### src/ccic_pkg.sv
package ccic_pkg;
    // -----------------------------------------------
    // Register indices and byte addresses
    // -----------------------------------------------
    localparam logic [12:0] IDX_RATE = 13'h180A;
    localparam logic [12:0] IDX_EN = 13'h180B;
    localparam logic [12:0] IDX_FLAG = 13'h180C;
    localparam logic [14:0] ADDR_RATE = {IDX_RATE, 2'b00};
    localparam logic [14:0] ADDR_EN = {IDX_EN, 2'b00};
    localparam logic [14:0] ADDR_FLAG = {IDX_FLAG, 2'b00};
    localparam int ADDR_W = 15;

    // -----------------------------------------------
    // Field positions
    // -----------------------------------------------
    localparam int UNDERWAY_BIT = 7;
    localparam int RATE_W = 5;
    localparam int ISOLATE_BIT = 7;
    localparam int HOUR_FMT_BIT = 1;
    localparam int ANY_REQ_BIT = 7;
    localparam int EV_LSB = 4;
    localparam int EV_W = 3;
    localparam int EV_UPD = 0;
    localparam int EV_ALM = 1;
    localparam int EV_PER = 2;

    // -----------------------------------------------
    // Rate codes and reset values
    // -----------------------------------------------
    localparam logic [4:0] RATE_OFF = 5'h00;
    localparam logic [4:0] RATE_FIRST = 5'h03;
    localparam logic [4:0] RATE_LAST = 5'h0F;
    localparam logic [4:0] RATE_MINUTE = 5'h10;
    localparam logic [4:0] RATE_RST = 5'h00;
    localparam int TICK_W = 15;

    // -----------------------------------------------
    // Timing
    // -----------------------------------------------
    localparam int CLK_MHZ = 100;
    localparam int UPD_LEAD_US = 244;
    localparam int UPD_LEAD_CYC = UPD_LEAD_US * CLK_MHZ;
endpackage

### src/ccic_irq_ctrl.sv
// Implementation choices: the address map and the APB slave port.
`timescale 1ns/1ps
// Functional notes
// - Rate register bit 7 shows update underway
// - Unused bits read zero, ignore writes
// - Rate code zero gives no periodic events
// - Codes 3..15 halve rate from 8192/s
// - Codes 16..31 give one event per minute
// - Isolate bit disconnects buffers from counters
// - Isolate bit survives host reset
// - Periodic enable gates periodic flag onto request
// - Alarm enable gates alarm flag onto request
// - Update enable gates update flag onto request
// - Hour format bit, survives host reset
// - Summary bit set when flag and enable
// - Writing one clears the addressed flag
// - Periodic flag sets only while enabled
// - Alarm flag sets only while enabled
// - Update flag sets only while enabled
// - Counter update within 244 us of rise
// - Completed update raises update-done event
module ccic_irq_ctrl
    import ccic_pkg::*;
#(
    parameter int LEAD_CYC = UPD_LEAD_CYC
) (
    input wire logic pclk,
    input wire logic presetn,
    input wire logic por_n, // Power-on reset, clears only the kept bits
    input wire logic psel,
    input wire logic penable,
    input wire logic pwrite,
    input wire logic [31:0] paddr,
    input wire logic [31:0] pwdata,
    output logic [31:0] prdata,
    output logic pready,
    output logic pslverr,
    input wire logic tick_32k, // One pulse per 32.768 kHz period
    input wire logic second_tick, // Starts an update cycle
    input wire logic minute_tick, // Minute rollover from counters
    input wire logic alarm_match, // Alarm comparison hit
    output logic counter_update, // One-cycle advance of counters
    output logic update_underway,
    output logic buffers_isolated,
    output logic hour_format_select,
    output logic irq
);

    // -----------------------------------------------
    // Types and storage
    // -----------------------------------------------
    typedef enum logic [1:0] {UPD_IDLE, UPD_LEAD, UPD_DONE} ccic_upd_t;

    ccic_upd_t upd_q, upd_d;
    logic [31:0] lead_q, lead_d; // Lead-time counter
    logic [RATE_W-1:0] rate_q; // Periodic rate select
    logic [EV_W-1:0] en_q; // Per-source enables
    logic [EV_W-1:0] flag_q; // Sticky event flags
    logic isolate_q; // Buffer isolate control
    logic fmt_q; // Hour format
    logic [TICK_W-1:0] tick_q; // Free-running 32k divider
    logic underway_q;
    logic cupd_q;
    logic irq_q;
    logic [31:0] rdata_q;
    logic ready_q;
    logic err_q;

    // -----------------------------------------------
    // Bus decode
    // -----------------------------------------------
    // Mask of divider bits that must be all-ones for an event
    function automatic logic [TICK_W-1:0] rate_mask(input logic [RATE_W-1:0] r);
        logic [TICK_W-1:0] m;
        m = '0;
        for (int i = 0; i < TICK_W; i++) begin
            if (i < 32'(r) - 1) begin
                m[i] = 1'b1;
            end
        end
        return m;
    endfunction

    // Address match on the low 15 bits, with all higher address bits zero
    function automatic logic hit(input logic [31:0] a, input logic [ADDR_W-1:0] r);
        return (a[ADDR_W-1:0] == r) && (a[31:ADDR_W] == '0);
    endfunction

    wire setup = psel && !penable;
    wire access = psel && penable && ready_q;
    wire hit_rate = hit(paddr, ADDR_RATE);
    wire hit_en = hit(paddr, ADDR_EN);
    wire hit_flag = hit(paddr, ADDR_FLAG);
    wire mapped = hit_rate || hit_en || hit_flag;
    wire wr_en = access && pwrite && hit_en;
    wire wr_rate = access && pwrite && hit_rate;
    wire wr_flag = access && pwrite && hit_flag;
    wire [EV_W-1:0] w1c = wr_flag ? pwdata[EV_LSB +: EV_W] : '0;
    // Enables after this edge, so the request flop sees an enable write at once
    wire [EV_W-1:0] en_next = wr_en ? pwdata[EV_LSB +: EV_W] : en_q;

    // Read views; unused bits are tied low
    wire [7:0] view_rate = {underway_q, 2'b00, rate_q};
    wire [7:0] view_en = {isolate_q, en_q, 2'b00, fmt_q, 1'b0};
    wire pending = |(flag_q & en_q);
    wire [7:0] view_flag = {pending, flag_q, 4'h0};
    wire [7:0] view = hit_rate ? view_rate : hit_en ? view_en : hit_flag ? view_flag : 8'h00;

    // -----------------------------------------------
    // Event sources
    // -----------------------------------------------
    wire [TICK_W-1:0] mask = rate_mask(rate_q);
    wire rate_fast = (rate_q >= RATE_FIRST) && (rate_q <= RATE_LAST);
    wire rate_min = (rate_q >= RATE_MINUTE);
    // Code zero and the two reserved codes fall through to no event
    wire per_evt = (rate_fast && tick_32k && ((tick_q & mask) == mask))
        || (rate_min && minute_tick);
    // Taken from the next state so the flag rises with the counter advance pulse
    wire upd_evt = (upd_d == UPD_DONE);
    wire [EV_W-1:0] raw_evt = {per_evt, alarm_match, upd_evt};
    wire [EV_W-1:0] set_evt = raw_evt & en_q;
    // A new event wins over a same-cycle clear
    wire [EV_W-1:0] flag_next = (flag_q & ~w1c) | set_evt;

    // -----------------------------------------------
    // APB answer: one wait-free access cycle
    // -----------------------------------------------
    // Read data is captured in setup so prdata comes from a flop
    always_ff @(posedge pclk or negedge presetn) begin
        if (!presetn) begin
            ready_q <= 1'b0;
            err_q <= 1'b0;
            rdata_q <= '0;
        end else begin
            ready_q <= setup;
            err_q <= setup && !mapped;
            if (setup && !pwrite) begin
                rdata_q <= {24'h000000, view};
            end
        end
    end

    // -----------------------------------------------
    // Host-reset control: enables, flags
    // -----------------------------------------------
    always_ff @(posedge pclk or negedge presetn) begin
        if (!presetn) begin
            en_q <= '0;
            flag_q <= '0;
        end else begin
            if (wr_en) begin
                en_q <= pwdata[EV_LSB +: EV_W];
            end
            flag_q <= flag_next;
        end
    end

    // -----------------------------------------------
    // Kept bits: only power-on reset clears them
    // -----------------------------------------------
    // The rate field is kept too: a host reset must not change the tick rate
    always_ff @(posedge pclk or negedge por_n) begin
        if (!por_n) begin
            rate_q <= RATE_RST;
            isolate_q <= 1'b0;
            fmt_q <= 1'b0;
        end else begin
            if (wr_rate) begin
                rate_q <= pwdata[RATE_W-1:0];
            end
            if (wr_en) begin
                isolate_q <= pwdata[ISOLATE_BIT];
                fmt_q <= pwdata[HOUR_FMT_BIT];
            end
        end
    end

    // -----------------------------------------------
    // Periodic divider
    // -----------------------------------------------
    // Free-running so the rate can change without a restart
    always_ff @(posedge pclk or negedge presetn) begin
        if (!presetn) begin
            tick_q <= '0;
        end else if (tick_32k) begin
            tick_q <= tick_q + 1'b1;
        end
    end

    // -----------------------------------------------
    // Update cycle sequencer
    // -----------------------------------------------
    always_comb begin
        upd_d = upd_q;
        lead_d = lead_q;
        case (upd_q)
            UPD_IDLE: begin
                lead_d = '0;
                if (second_tick) begin
                    upd_d = UPD_LEAD;
                end
            end
            UPD_LEAD: begin
                // Advance counters before the lead time runs out
                lead_d = lead_q + 1;
                if (lead_q >= 32'(LEAD_CYC) - 2) begin
                    upd_d = UPD_DONE;
                end
            end
            UPD_DONE: begin
                upd_d = UPD_IDLE;
            end
            default: begin
                upd_d = UPD_IDLE;
            end
        endcase
    end

    always_ff @(posedge pclk or negedge presetn) begin
        if (!presetn) begin
            upd_q <= UPD_IDLE;
            lead_q <= '0;
            underway_q <= 1'b0;
            cupd_q <= 1'b0;
        end else begin
            upd_q <= upd_d;
            lead_q <= lead_d;
            underway_q <= (upd_d == UPD_LEAD) || (upd_d == UPD_DONE);
            cupd_q <= (upd_d == UPD_DONE);
        end
    end

    // -----------------------------------------------
    // Interrupt request
    // -----------------------------------------------
    always_ff @(posedge pclk or negedge presetn) begin
        if (!presetn) begin
            irq_q <= 1'b0;
        end else begin
            // Next flags and enables, so irq always equals the summary bit
            irq_q <= |(flag_next & en_next);
        end
    end

    assign prdata = rdata_q;
    assign pready = ready_q;
    assign pslverr = err_q;
    assign counter_update = cupd_q;
    assign update_underway = underway_q;
    assign buffers_isolated = isolate_q;
    assign hour_format_select = fmt_q;
    assign irq = irq_q;

    // -----------------------------------------------
    // Assertions
    // -----------------------------------------------
    logic [31:0] uw_cnt_q; // Cycles the underway level has stood
    always_ff @(posedge pclk or negedge presetn) begin
        if (!presetn) begin
            uw_cnt_q <= '0;
        end else begin
            uw_cnt_q <= underway_q ? uw_cnt_q + 1 : '0;
        end
    end

    property p_underway_bound;
        @(posedge pclk) disable iff (!presetn) uw_cnt_q <= 32'(LEAD_CYC);
    endproperty
    a_underway_bound: assert property (p_underway_bound) else $error("update lead too long");

    property p_irq_follows;
        @(posedge pclk) disable iff (!presetn) irq_q == pending;
    endproperty
    a_irq_follows: assert property (p_irq_follows) else $error("irq not matching flags");

    property p_per_gated;
        @(posedge pclk) disable iff (!presetn) $rose(flag_q[EV_PER]) |-> $past(en_q[EV_PER]);
    endproperty
    a_per_gated: assert property (p_per_gated) else $error("periodic flag set while disabled");

    property p_alm_gated;
        @(posedge pclk) disable iff (!presetn) $rose(flag_q[EV_ALM]) |-> $past(en_q[EV_ALM]);
    endproperty
    a_alm_gated: assert property (p_alm_gated) else $error("alarm flag set while disabled");

    property p_upd_flag;
        @(posedge pclk) disable iff (!presetn) cupd_q && en_q[EV_UPD] |-> flag_q[EV_UPD];
    endproperty
    a_upd_flag: assert property (p_upd_flag) else $error("update flag missing");

    property p_flag_fall;
        @(posedge pclk) disable iff (!presetn)
            $fell(flag_q[EV_UPD]) |-> $past(wr_flag && pwdata[EV_LSB + EV_UPD]);
    endproperty
    a_flag_fall: assert property (p_flag_fall) else $error("flag cleared without w1c");

    property p_w1c;
        @(posedge pclk) disable iff (!presetn)
            wr_flag && pwdata[EV_LSB + EV_ALM] && !alarm_match |=> !flag_q[EV_ALM];
    endproperty
    a_w1c: assert property (p_w1c) else $error("w1c did not clear");

    property p_rate_off;
        @(posedge pclk) disable iff (!presetn) (rate_q < RATE_FIRST) |-> !per_evt;
    endproperty
    a_rate_off: assert property (p_rate_off) else $error("event at off rate");

    property p_read_uip;
        @(posedge pclk) disable iff (!presetn)
            setup && !pwrite && hit_rate |=> prdata[UNDERWAY_BIT] == $past(underway_q) && prdata[6:5] == 2'b00;
    endproperty
    a_read_uip: assert property (p_read_uip) else $error("bad rate register read");

    property p_upd_gated;
        @(posedge pclk) disable iff (!presetn) $rose(flag_q[EV_UPD]) |-> $past(en_q[EV_UPD]);
    endproperty
    a_upd_gated: assert property (p_upd_gated) else $error("update flag set while disabled");

    property p_upd_with_pulse;
        @(posedge pclk) disable iff (!presetn) $rose(flag_q[EV_UPD]) |-> cupd_q;
    endproperty
    a_upd_with_pulse: assert property (p_upd_with_pulse) else $error("update flag without update");

    property p_underway_fall;
        @(posedge pclk) disable iff (!presetn) $fell(underway_q) |-> $past(cupd_q);
    endproperty
    a_underway_fall: assert property (p_underway_fall) else $error("underway fell before update");

    property p_read_flags;
        @(posedge pclk) disable iff (!presetn)
            setup && !pwrite && hit_flag |=> prdata[ANY_REQ_BIT] == $past(pending) && prdata[EV_LSB-1:0] == '0;
    endproperty
    a_read_flags: assert property (p_read_flags) else $error("bad flag register read");

    property p_zero_write;
        @(posedge pclk) disable iff (!presetn)
            wr_flag && (w1c == '0) |=> flag_q == ($past(flag_q) | $past(set_evt));
    endproperty
    a_zero_write: assert property (p_zero_write) else $error("zero write changed flags");

    c_irq: cover property (@(posedge pclk) disable iff (!presetn) $rose(irq_q));
    c_update: cover property (@(posedge pclk) disable iff (!presetn) $fell(underway_q));
    c_per: cover property (@(posedge pclk) disable iff (!presetn) per_evt && en_q[EV_PER]);
    c_clear: cover property (@(posedge pclk) disable iff (!presetn) wr_flag && (w1c != '0));
endmodule

### config.mk
export PLATFORM = sky130hd
export DESIGN_NAME = ccic_irq_ctrl
export DESIGN_NICKNAME = d
export VERILOG_FILES = /design/src/ccic_pkg.sv /design/src/ccic_irq_ctrl.sv
export SDC_FILE = /design/constraint.sdc
export NUM_CORES = 1
export LEC_CHECK = 0
export BUFFER_PORTS_ARGS = -buffer_cell sky130_fd_sc_hd__buf_4
export CORE_ASPECT_RATIO = 1.2
export CORE_MARGIN = 5
export CORE_UTILIZATION = 35
export CTS_CLUSTER_DIAMETER = 200
export DETAILED_ROUTE_END_ITERATION = 10
export SLEW_MARGIN = 20
export SYNTH_ARGS = -nofsm -noshare
export SYNTH_HDL_FRONTEND = slang
export SYNTH_SLANG_ARGS = --single-unit
### constraint.sdc
create_clock -name pclk -period 2.2 [get_ports pclk]
set_clock_uncertainty 0.05 [all_clocks]
set_input_delay 0.22 -clock pclk [delete_from_list [all_inputs] [get_ports pclk]]
set_output_delay 0.22 -clock pclk [all_outputs]
set_load 0.02 [all_outputs]
==> flow_summary.ini <==
[routing]
viasPerCell = 4.92
drc = 0
ant_nets = 0
vias = 3524
wl_per_cell_um = 13.9
finalWirelength_mm = 9.95
drt-initial-drc-count = 147
first_pass_iters = 4

[finish]
area.growth.synth_to_final_pct = 31.0
nFillCells = 1170
antenna_cells = 0
layout.nets = 633
drive_above_1_share_pct = 29.0

[sta]
timing.final.setup_violations = 1
maxSlewHeadroom_pct = 42.3
final_max_slew_viol_count = 0
worst_pin_slew_ns = 0.866
fin_crit_ns = 2.36
layout_setup_ws_ns = -0.161
fmax_mhz = 424
hold_violations = 0
rsz0062_at_grt = true
period_share_pct = 107
timing.setup.tns_ns = -0.161
fin_hold_ws_ns = 0.0579

[yosys]
synth_xor_area_share_pct = 8.67
ys_warn_count = 0
synth-seq-area-share_pct = 44.2
synth_area_per_cell_um2 = 9.64
synth_compound_area_share_pct = 9.41
synth_cell_types = 56
synth_simple_gate_area_share_pct = 25.2
synth_fa_ha_area_share_pct = 2.36
syn_inst = 440
synth_edf_count = 0
ys_seq_elements = 75
synth_top_family_by_area = simple AND/OR/NAND/NOR gates
async_flop_share_pct = 100
synth.mux.area_fraction_pct = 2.63
ys.flop_type = dfrtp_1
syn_area_mm2 = 0.00424

[floorplan]
core_area_mm2 = 0.0120
chipHeight_um = 131
die_area_mm2 = 0.0144
num_rows = 44
io_pins = 113
initial_core_util_pct = 35.3
die_x_um = 110

[clocking]
numCtsBuffers = 9
cts_tree = yes
cts-root-buf = clkbuf_16
clkSinkCount = 75
cts_max_path_buffers = 2
clk_pin_slew_ns = 0.06
cts_max_level = 3
insertion_delay_ns = 0.33

[critical_path]
crit_path_max_fanout = 4
crit_path_cell_trace = inv_1 -> ha_2 -> nor2_2 -> o21ai_2 -> a21o_1 -> a311oi_2 -> nand2_1 -> a21o_1 -> ha_4 -> nand3b_1 -> a21oi_2 -> o221ai_2
critPathCaptureType = flip-flop
required_ns = 2.35
crit_buf_inv = 1
cpMostUsedCell = a21o_1
max_stage_delay_ns = 0.34
critPathLaunchType = flip-flop
path_class = flip-flop to flip-flop
cp_data_arrival_time_ns = 2.51
cpMaxStageDelayCell = dfrtp_1
cp_top_family = compound AO/OA/AOI/OAI gates

[global_routing]
grt_pass1_wl_mm = 16.4
grt.total_usage_pct = 13.8
grt_antenna_before_repair = 0
gr-total-overflow = 0
grt_start_max_net_pins = 69
grt_pass1_vias = 3472

[placed_design]
hpwlAfterDp_mm = 7.48
io_buffer_count = 64
gp_congestion = 0.822

[power_and_ir_drop]
cellPowerDensity_mw_per_mm2 = 640
p_leak_nw = 2.68
peakVddDrop_mv = 0.394

[run_status]
violations = setup timing
outcome = complete, but fails checks

[job]
maxCapViolCount = 0

[min_path]
min_path_type = input port to flip-flop
## cells in the final DEF (no fill, tap or decap), types with 2 or more instances in the layout
| cell | count |
|---|---|
| clkinv_4 | 2 |
| and4_1 | 5 |
| a21oi_2 | 2 |
| a21oi_1 | 8 |
| nand3_1 | 17 |
| and3b_1 | 2 |
| nand2_1 | 43 |
| nor2b_1 | 3 |
| ha_2 | 2 |
| a22o_1 | 5 |
| and2_1 | 4 |
| nor4b_2 | 2 |
| o22ai_1 | 3 |
| mux2_1 | 2 |
| a22oi_1 | 2 |
| o21ai_0 | 15 |
| o31ai_1 | 3 |
| conb_1 | 24 |
| and3_1 | 4 |
| dlygate4sd3_1 | 2 |
| ha_1 | 5 |
| mux2_2 | 7 |
| xnor2_1 | 20 |
| inv_1 | 18 |
| or3_1 | 4 |
| nor4_1 | 2 |
| nor3_1 | 16 |
| buf_4 | 113 |
| nand4_1 | 16 |
| nand2b_1 | 6 |
| clkbuf_16 | 9 |
| bufinv_16 | 3 |
| nor4_4 | 5 |
| a221oi_1 | 2 |
| nor4_2 | 5 |
| nor2_1 | 47 |
| a21o_1 | 4 |
| dfrtp_1 | 75 |
| xor2_1 | 22 |
## power breakdown
group | switching [W] | internal, W | leakage [nW]
combinational | 0.000179 | 0.000154 | 1.52
clock | 0.000585 | 0.00111 | 0.162
sequential | 0.0000861 | 0.00145 | 1.00
total | 0.000850 | 0.00271 | 2.68
## final cells by class
type,count,area (µm²),area share [%]
flip-flops and latches,75,1880,33.8
inverters,19,71.3,1.28
multi-input cells,331,2200,39.6
repair buffers,115,868,15.6
clock buffers,9,225,4.05
well taps,161,201,3.63
clock inverters,6,115,2.07
## synthesized netlist by cell type (7+ instances only)
| master | n | area [µm²] |
|---|---|---|
| xor2_1 | 22 | 193 |
| a21oi_1 | 10 | 50.1 |
| dfrtp_1 | 75 | 1880 |
| clkbuf_1 | 12 | 45.0 |
| buf_4 | 25 | 188 |
| nand2_1 | 43 | 161 |
| nand4_1 | 16 | 100 |
| ha_1 | 8 | 100 |
| inv_1 | 19 | 71.3 |
| nand3_1 | 17 | 85.1 |
| mux2_2 | 7 | 78.8 |
| nor3_1 | 16 | 80.1 |
| xnor2_1 | 20 | 175 |
| nor2_1 | 48 | 180 |
| o21ai_0 | 16 | 80.1 |
## routing by layer
layer	share of wire (%)	wire [µm]	track usage (%)	up-vias
met4	0.95	95	3.99	0
met1	43	4240	17.1	1724
met5	0	0	0	-
met3	3.5	350	3.22	12
met2	53	5270	24.4	65
li1	-	-	-	1723
## cell families after synthesis
logic type      Yosys count
mux                      10
fa+ha+maj                 8
buf+inv                  57
compound gates           58
other cells               1
flops                    75
simple gates            189
xor+xnor                 42
## sequential cells by signal (all words and copies together), names as in the netlist, 2 cells and up
name,cells
lead_q,32
flag_q,3
en_q,3
tick_q,15
rate_q,5
prdata,8
upd_q,2
## worst reg2reg max path, delay by kind of cell (launching register included)
family / cells / cell delay, ns
AOI/OAI and AO/OA: 6 / 1.06
and+or+nand+nor: 3 / 0.37
adders and majority gates: 2 / 0.35
DFF: 1 / 0.34
buffers and inverters: 1 / 0.04
## worst paths after layout
path	startpoint	endpoint	slack [ns]	depth (start not counted)
min reg2reg	prdata[1]	prdata[1]	0.42	2
min in group asynchronous	por_n	hour_format_select	0.20	2
max in group asynchronous	presetn	lead_q[18]	1.04	2
max	lead_q[0]	irq	-0.16	12
max reg2reg	lead_q[0]	irq	-0.16	12
min	pwdata[7]	buffers_isolated	0.06	2
## stage by stage
stage                     cell area [µm²]  power, W  cells  worst slack, ns  util, %
after floorplan                      4340   0.00175    463        -0.000395        -
after global placement               5100   0.00188    693           -0.105     42.5
after detailed placement             5100   0.00189    693           -0.204     42.5
after CTS                            5540   0.00359    718           -0.171     46.2
after global routing                 5560   0.00370    716           -0.319     46.3
final                                5560   0.00356    716           -0.161     46.3
## what timing repair did
action | 4_1_cts | 5_1_grt
resized for setup | 3 | 7
endpoints found under the hold margin | 30 | 0
hold buffers | 2 | 0
pin swaps | 3 | 6
buffers inserted | 8 | 0
endpoints found under the setup margin | 1 | 4
(Power assumes the default switching activity.)
